[config.mk]
export PLATFORM = sky130hd
export DESIGN_NAME = pmkd_top
export DESIGN_NICKNAME = d
export VERILOG_FILES = /design/src/pmkd_pkg.sv /design/src/pmkd_classify.sv /design/src/pmkd_top.sv
export SDC_FILE = /design/constraint.sdc
export NUM_CORES = 1
export LEC_CHECK = 0
export BUFFER_PORTS_ARGS = -buffer_cell sky130_fd_sc_hd__buf_2
export CORE_MARGIN = 5
export CORE_UTILIZATION = 50
export CTS_BUF_LIST = sky130_fd_sc_hd__clkbuf_2 sky130_fd_sc_hd__clkbuf_4 sky130_fd_sc_hd__clkbuf_8
export DETAILED_ROUTE_END_ITERATION = 12
export GPL_TIMING_DRIVEN = 0
export PLACE_DENSITY = 0.95
export SYNTH_ARGS = -nofsm -noshare
export SYNTH_HDL_FRONTEND = slang
export SYNTH_SLANG_ARGS = --single-unit
export TNS_END_PERCENT = 50
[constraint.sdc]
create_clock -name clock_i -period 2.86 [get_ports clock_i]
set_clock_uncertainty 0.15 [all_clocks]
set_input_delay 0.143 -clock clock_i [delete_from_list [all_inputs] [get_ports clock_i]]
set_output_delay 0.143 -clock clock_i [all_outputs]
set_load 0.05 [all_outputs]
[src/pmkd_pkg.sv]
// Package for the power mode key decoder: key codes, flag layout and states.
// Assumes it is compiled before every other file of the block.
`default_nettype none
package pmkd_pkg;
    localparam int unsigned KEY_W = 8;
    localparam logic [7:0] KEY_NOP0 = 8'h00;
    localparam logic [7:0] KEY_IDLE = 8'h01;
    localparam logic [7:0] KEY_PDOWN = 8'h02;
    localparam logic [7:0] KEY_NOP3 = 8'h03;
    localparam int unsigned FLAG_W = 6;
    localparam int unsigned FLAG_Z = 5;
    localparam int unsigned FLAG_N = 4;
    localparam int unsigned FLAG_C = 3;
    localparam int unsigned FLAG_V = 2;
    localparam int unsigned FLAG_OVTRAP = 1;
    localparam int unsigned FLAG_STICKY = 0;
    localparam logic [5:0] FLAGS_RST = 6'h00;
    localparam logic [5:0] FLAGS_CLR = 6'h00;
    typedef enum logic [1:0] {
        PMKD_NONE = 2'b00,
        PMKD_IDLE = 2'b01,
        PMKD_PDOWN = 2'b10,
        PMKD_RESET = 2'b11
    } pmkd_act_e;
    typedef enum logic [1:0] {
        PMKD_STATE_READY = 2'b00,
        PMKD_STATE_WAIT = 2'b01,
        PMKD_STATE_DONE = 2'b10
    } pmkd_state_e;
endpackage : pmkd_pkg
`default_nettype wire

[src/pmkd_classify.sv]
// Registered classifier that maps an 8-bit key to an action.
// Assumes a single clock domain shared with the decoder top.
`default_nettype none
module pmkd_classify (
    // Clock and reset.
    input wire logic clock_i,
    input wire logic resetn_i,
    input wire logic clk_en_i,
    // Key in, action out.
    input wire logic load_i,
    input wire logic [7:0] key_i,
    output logic [1:0] act_o
);
    logic [1:0] act_reg;
    logic [1:0] act_next;

    always_comb begin
        act_next = act_reg;
        if (load_i) begin
            if (key_i == pmkd_pkg::KEY_IDLE) begin
                act_next = pmkd_pkg::PMKD_IDLE;
            end else if (key_i == pmkd_pkg::KEY_PDOWN) begin
                act_next = pmkd_pkg::PMKD_PDOWN;
            end else if (key_i > pmkd_pkg::KEY_NOP3) begin
                act_next = pmkd_pkg::PMKD_RESET;
            end else begin
                act_next = pmkd_pkg::PMKD_NONE;
            end
        end
    end

    always_ff @(posedge clock_i) begin
        if (!resetn_i) begin
            act_reg <= pmkd_pkg::PMKD_NONE;
        end else if (clk_en_i) begin
            act_reg <= act_next;
        end
    end

    assign act_o = act_reg;
endmodule // pmkd_classify
`default_nettype wire

[src/pmkd_top.sv]
// Power mode key decoder for the idle/powerdown instruction.
// Assumes the pipeline and bus controller share clock_i; key held with its strobe.
// Contract
// - The key is an 8-bit value and alone selects the action.
// - Key 1 stops the CPU and enters idle mode.
// - Key 2 enters powerdown mode.
// - Keys above 3 are illegal and start a full reset sequence.
// - Key 3 is not illegal and never resets the device.
// - Any prefetch in progress finishes before halt or reset begins.
// - Reset keys clear all six status flags; keys 1 and 2 keep them.
`default_nettype none
module pmkd_top (
    // Clock, reset and enable.
    input wire logic clock_i,
    input wire logic resetn_i,
    input wire logic clk_en_i,
    // Instruction from the execution pipeline.
    input wire logic instr_valid_i,
    input wire logic [7:0] key_i,
    input wire logic [5:0] flags_i,
    // Bus controller status.
    input wire logic prefetch_busy_i,
    // Results.
    output logic done_o,
    output logic idle_o,
    output logic powerdown_o,
    output logic reset_req_o,
    output logic flags_we_o,
    output logic [5:0] flags_o
);
    pmkd_pkg::pmkd_state_e state_reg;
    pmkd_pkg::pmkd_state_e state_next;
    logic load;
    logic [1:0] act;
    logic done_reg;
    logic done_next;
    logic idle_reg;
    logic idle_next;
    logic pd_reg;
    logic pd_next;
    logic rst_reg;
    logic rst_next;
    logic fwe_reg;
    logic fwe_next;
    logic [5:0] flags_reg;
    logic [5:0] flags_next;

    // A key is taken from READY and from DONE alike, so the classifier loads in both.
    assign load = instr_valid_i && (state_reg == pmkd_pkg::PMKD_STATE_READY
        || state_reg == pmkd_pkg::PMKD_STATE_DONE);

    // The whole 8-bit key is decoded and registered as a 2-bit action in the classifier.
    pmkd_classify u_classify (
        .clock_i(clock_i),
        .resetn_i(resetn_i),
        .clk_en_i(clk_en_i),
        .load_i(load),
        .key_i(key_i),
        .act_o(act)
    );

    always_comb begin
        state_next = state_reg;
        done_next = 1'b0;
        idle_next = idle_reg;
        pd_next = pd_reg;
        rst_next = rst_reg;
        fwe_next = 1'b0;
        flags_next = flags_reg;
        case (state_reg)
            pmkd_pkg::PMKD_STATE_READY: begin
                if (instr_valid_i) begin
                    flags_next = flags_i;
                    state_next = pmkd_pkg::PMKD_STATE_WAIT;
                end
            end
            pmkd_pkg::PMKD_STATE_WAIT: begin
                if (!prefetch_busy_i) begin
                    done_next = 1'b1;
                    state_next = pmkd_pkg::PMKD_STATE_DONE;
                    case (act)
                        pmkd_pkg::PMKD_IDLE: idle_next = 1'b1;
                        pmkd_pkg::PMKD_PDOWN: pd_next = 1'b1;
                        pmkd_pkg::PMKD_RESET: begin
                            rst_next = 1'b1;
                            fwe_next = 1'b1;
                            flags_next = pmkd_pkg::FLAGS_CLR;
                        end
                        default: state_next = pmkd_pkg::PMKD_STATE_READY;
                    endcase
                end
            end
            pmkd_pkg::PMKD_STATE_DONE: begin
                // Mode outputs hold until the next instruction strobe.
                if (instr_valid_i) begin
                    idle_next = 1'b0;
                    pd_next = 1'b0;
                    rst_next = 1'b0;
                    flags_next = flags_i;
                    state_next = pmkd_pkg::PMKD_STATE_WAIT;
                end
            end
            default: state_next = pmkd_pkg::PMKD_STATE_READY;
        endcase
    end

    always_ff @(posedge clock_i) begin
        if (!resetn_i) begin
            state_reg <= pmkd_pkg::PMKD_STATE_READY;
            done_reg <= 1'b0;
            idle_reg <= 1'b0;
            pd_reg <= 1'b0;
            rst_reg <= 1'b0;
            fwe_reg <= 1'b0;
            flags_reg <= pmkd_pkg::FLAGS_RST;
        end else if (clk_en_i) begin
            state_reg <= state_next;
            done_reg <= done_next;
            idle_reg <= idle_next;
            pd_reg <= pd_next;
            rst_reg <= rst_next;
            fwe_reg <= fwe_next;
            flags_reg <= flags_next;
        end
    end

    assign done_o = done_reg;
    assign idle_o = idle_reg;
    assign powerdown_o = pd_reg;
    assign reset_req_o = rst_reg;
    assign flags_we_o = fwe_reg;
    assign flags_o = flags_reg;
endmodule // pmkd_top
`default_nettype wire

Yosys cells after proc, flatten, opt, wreduce, memory -nomap -nowiden
Cells that the tools add are included.
{"block": "totals", "ff_bits": 15, "elab_cells": 61}
{"block": "classes", "order_cmp": 1, "n_eq_ne": 13, "mux": 26, "n_reduce_logical": 13}
{"cell": "$reduce_and A5 Y1", "count": 4}
{"cell": "$mux W6", "count": 3}
{"cell": "$mux W1", "count": 12}
{"cell": "$mux W2", "count": 6}
{"cell": "$pmux W6 S2", "count": 1}
{"cell": "$eq A8 B1 Y1 const B", "count": 1}
{"cell": "$eq A8 B2 Y1 const B", "count": 1}
{"cell": "$gt A8 B2 Y1 const B", "count": 1}
{"cell": "$eq A2 B2 Y1 const B", "count": 3}
{"cell": "$ne A2 B1 Y1 const B", "count": 3}
{"cell": "$ne A2 B2 Y1 const B", "count": 3}
{"cell": "$pmux W1 S2", "count": 3}
{"cell": "$eq A2 B1 Y1 const B", "count": 2}
{"cell": "$pmux W2 S2", "count": 1}
{"cell": "$reduce_bool A2 Y1", "count": 2}
{"cell": "$reduce_and A3 Y1", "count": 1}
{"cell": "$reduce_or A3 Y1", "count": 1}
{"cell": "$logic_not A2 Y1", "count": 1}
{"cell": "$reduce_and A2 Y1", "count": 1}
{"cell": "$reduce_or A2 Y1", "count": 1}
{"cell": "$logic_and A1 B1 Y1", "count": 1}
{"cell": "$logic_or A1 B1 Y1", "count": 1}

Longest topological paths before layout
{"block": "logic_depth", "depth_word": 5, "mapped_depth": 4, "mapped_depth_nobuf": 3}

Cells and area by module
Synthesis repeated with hierarchy kept, for this count alone.
{"block": "hier_totals", "hier_cells": 78, "hier_area_um2": 684.4}
{"mod": "pmkd_top", "instances": 1, "cells_per_inst": 67, "area_per_inst_um2": 581.8}
{"mod": "pmkd_classify", "instances": 1, "cells_per_inst": 11, "area_per_inst_um2": 102.6}

Least setup slack after synthesis
OpenSTA, ideal clock, no wires.
{"block": "synth_path", "path_kind": "reg-to-reg", "from": "register state_reg[1]", "to": "register state_reg[1]", "setup_time_ns": 0.070, "arrival_ns": 1.177, "t_required_ns": 2.640, "path_slack_ns": 1.462, "path_stages_with_launch": 4, "period_less_slack_ns": 1.398, "cell_sequence": "dfxtp_1 -> and3b_1 -> or4_1 -> a21boi_1"}
{"block": "synth_between", "elab_chain_len": 4, "elab_cells_between_ends": 8, "classes_between": "eq/ne (4); mux (1); reduce/logical (3)"}
{"item": "start, declared", "line": "pmkd_top.sv:31", "source": "pmkd_pkg::pmkd_state_e state_reg;"}
{"item": "start signal, assigned", "line": "pmkd_top.sv:109", "source": "state_reg <= pmkd_pkg::PMKD_STATE_READY;"}
{"item": "start signal, assigned", "line": "pmkd_top.sv:117", "source": "state_reg <= state_next;"}
{"item": "$eq A2 B2 Y1 or $logic_not A2 Y1 (tied branches)", "line": "pmkd_top.sv:70", "source": "case (state_reg)"}
{"item": "$reduce_or A2 Y1 (no line)"}
{"item": "$ne A2 B1 Y1 (no line)"}
{"item": "$reduce_and A3 Y1 (no line)"}
Parallel ways exist; a longest one is shown, timed or not.
A chain may end at the register's enable or synchronous reset.

Worst setup path in the final report
{"block": "layout_path", "from": "register state_reg[0]", "to": "register flags_reg[0], in the netlist flags_o[0]"}
{"block": "layout_between", "elab_chain_len": 4, "elab_cells_between_ends": 10, "classes_between": "eq/ne (5); mux (1); reduce/logical (4)"}
{"item": "$eq A2 B2 Y1 or $logic_not A2 Y1 (tied branches)", "line": "pmkd_top.sv:70"}
{"item": "$reduce_or A2 Y1 (no line)"}
{"item": "$ne A2 B1 Y1 (no line) or $reduce_bool A2 Y1 (tied branches)"}
{"item": "$reduce_and A5 Y1 (no line)"}
{"item": "end signal, assigned", "line": "pmkd_top.sv:115", "source": "flags_reg <= pmkd_pkg::FLAGS_RST;"}
{"item": "end signal, assigned", "line": "pmkd_top.sv:123", "source": "flags_reg <= flags_next;"}
{"item": "end, declared", "line": "pmkd_top.sv:45", "source": "logic [5:0] flags_reg;"}
Parallel ways exist; a longest one is shown, timed or not.

==> impl_metrics.env <==
export IMPL_yosys_area_top_type="dfxtp_1"
export IMPL_drv_cap=0
export IMPL_clk_latency_ns=0.27
export IMPL_cts_setup_buffers=0
export IMPL_tightest_slew_ns=0.611
export IMPL_via_per_inst=5.46
export IMPL_syn_num_nets=97
export IMPL_grt_pass1_vias=681
export IMPL_gp_congestion=0.753
export IMPL_grt_total_usage_pct=18.5
export IMPL_cp_data_required_time_ns=2.85
export IMPL_drtIter0Drc=35
export IMPL_clock_sinks=15
export IMPL_syn_area_um2=663
export IMPL_layout_drive_gt1_share_pct=30.3
export IMPL_ys_ff_latch=15
export IMPL_fmax_mhz=592
export IMPL_ios=30
export IMPL_cp_start_kind="register"
export IMPL_clockBufferDepth=2
export IMPL_cp_max_fo=8
export IMPL_portBuffers=29
export IMPL_finalCritPeriodShare_pct=59.1
export IMPL_r2r_slack_ns=1.17
export IMPL_ys_seq_area_share_pct=45.3
export IMPL_yosys_area_share_simple_pct=28.7
export IMPL_post_drt_wl_per_cell_um=13.4
export IMPL_antenna_found_initial=0
export IMPL_final_hold_viol_count=0
export IMPL_critPathBufInv=0
export IMPL_htreeDepth=1
export IMPL_via_count=732
export IMPL_cp_end_kind="register"
export IMPL_maxSlewHeadroom_pct=59.0
export IMPL_drt_wl_total_um=1800
export IMPL_p_leak_nw=0.417
export IMPL_post_route_min_period_ns=1.69
export IMPL_largest_reg_flops=6
export IMPL_diodes=0
export IMPL_netlist_instances=78
export IMPL_synth_xor_area_share_pct=0
export IMPL_rsz0062_at_grt="no"
export IMPL_vdd_drop_max_uv=291
export IMPL_cpLargestDelayFamily="compound AO/OA/AOI/OAI gates"
export IMPL_cts_root_buf="clkbuf_4"
export IMPL_ant_nets=0
export IMPL_worst_hold_slack_ns=0.0171
export IMPL_cpMostUsedCell="o21ai_0"
export IMPL_synth_flop_cell="dfxtp_1"
export IMPL_setup_viol=0
export IMPL_fp_coreArea_um2=1280
export IMPL_cts_inserted_buffers=3
export IMPL_yosys_top_cells_area="dfxtp_1, nand2_1, o21ai_0"
export IMPL_synth_compound_area_share_pct=22.5
export IMPL_netlist_cell_type_count=25
export IMPL_slew_violations=0
export IMPL_synth_top_family_by_area="simple AND/OR/NAND/NOR gates"
export IMPL_hpwl_um=1220
export IMPL_grt_remaining_overflow=0
export IMPL_cp_data_arrival_time_ns=1.68
export IMPL_synthArstFlopShare_pct=0
export IMPL_clk_pin_slew_ns=0.09
export IMPL_grt_first_pass_wirelength_um=2880
export IMPL_synth_top_cell_area_share_pct=45.3
export IMPL_status="finished clean"
export IMPL_setup_tns_ns=0
export IMPL_holdCritPathClass="primary input to register"
export IMPL_worst_path_max_delay_cell="a211oi_1"
export IMPL_cts_resized=0
export IMPL_synthAdderAreaFrac_pct=0
export IMPL_num_rows=13
export IMPL_muxShareOfSynthArea_pct=0
export IMPL_drt_pass1_iter_count=4
export IMPL_syn_to_final_growth_pct=41.3
export IMPL_die_h_um=46.4
export IMPL_die_w_um=46.4
export IMPL_die_area_um2=2150
export IMPL_fin_total_pwr_w=0.000430
export IMPL_grt_max_degree=11
export IMPL_initial_utilization_pct=51.6
export IMPL_yosys_warnings=0
export IMPL_fin_nets=139
export IMPL_p_per_area_nw_per_um2=459
export IMPL_tritoncts="yes"
export IMPL_synth_area_per_cell_um2=8.50
export IMPL_drc_errors=0
export IMPL_slowest_delay_ns=0.57
export IMPL_crit_path_cell_trace="o21ai_0, a211oi_1, o21ai_0"
export IMPL_crit_type="register to register"
export IMPL_synth_edf_count=0
-- area by class of cell --
type | count | area [µm²]
Buffer | 3 | 12.5
Clock buffer | 4 | 30.0
Fill cell | 89 | 348
Inverter | 3 | 11.3
Multi-Input combinational cell | 57 | 339
Sequential cell | 15 | 300
Tap cell | 15 | 18.8
Timing Repair Buffer | 37 | 225
-- through the flow --
stage	worst slack, ns	cells	area (µm²)	utilization (%)
6_report	1.17	134	937	72.9
5_1_grt	1.03	134	937	72.9
3_5_place_dp	1.24	122	827	64.4
3_3_place_gp	1.27	122	827	64.4
2_1_floorplan	1.46	78	663	-
4_1_cts	1.23	134	937	72.9
-- what timing repair did --
item | 4_1_cts | 5_1_grt
hold buffers | 8 | 0
setup endpoints to repair | 0 | 0
hold endpoints to repair | 8 | 0
-- cell usage in the layout (no fill, tap or decap) --
cell type	n
a211oi_1	4
a21bo_2	1
a21boi_0	1
a21boi_1	1
a21oi_1	2
a311o_1	1
a31oi_1	2
a32oi_1	1
and3_1	1
and3b_1	2
and4b_1	1
and4bb_2	1
buf_2	29
clkbuf_1	2
clkbuf_2	1
clkbuf_4	4
dfxtp_1	15
dlygate4sd3_1	8
inv_1	3
nand2_1	14
nand2b_1	4
nand3b_1	1
nor2_1	1
nor2b_1	4
nor3_1	3
o21a_1	1
o21ai_0	9
or4_1	2
-- power by group --
group / internal [W] / leakage (nW) / switching [W]
combinational: 0.0000326 / 0.277 / 0.0000452
sequential: 0.000217 / 0.122 / 0.00000823
clock: 0.0000635 / 0.0184 / 0.0000630
total: 0.000314 / 0.417 / 0.000116
-- worst min-delay path: cells and delay by family --
kind | cells | cell delay (ns)
buffers and inverters | 1 | 0.08
AO/OA/AOI/OAI | 1 | 0.14
AND/OR/NAND/NOR | 1 | 0.05
-- path summary, 6_finish.rpt --
kind,endpoint,from,depth (start not counted)
hold / removal,u_classify.act_o[1]$_SDFFE_PN0P_,key_i[7],3
setup reg to reg,flags_o[0]$_SDFFE_PN0P_,state_reg[0]$_SDFFE_PN0P_,3
setup / recovery,flags_o[0]$_SDFFE_PN0P_,state_reg[0]$_SDFFE_PN0P_,3
hold reg to reg,flags_o[5]$_SDFFE_PN0P_,flags_o[5]$_SDFFE_PN0P_,2
-- kinds of logic (layout without fill, tap and decap cells) --
logic type	count (synthesis)	count (layout)
buf+inv	6	47
flops	15	15
compound gates	23	23
simple gates	34	34
-- synth_stat cells, drive strengths merged, types with 2 or more instances --
cell type / n
nor2b: 4
a21oi: 2
a21boi: 2
nor3: 3
or4: 2
nand2b: 4
inv: 3
a211oi: 4
nand2: 14
dfxtp: 15
and3b: 2
o21ai: 9
clkbuf: 3
a31oi: 2
-- layer usage --
| layer | track usage (%) | wire (µm) | vias up |
|---|---|---|---|
| li1 | - | - | 359 |
| met1 | 20.9 | 756 | 347 |
| met2 | 31.9 | 930 | 20 |
| met3 | 4.30 | 68 | 6 |
| met4 | 9.09 | 43 | 0 |
| met5 | 0 | 0 | - |
No activity file was read; power rests on OpenSTA's default activity.
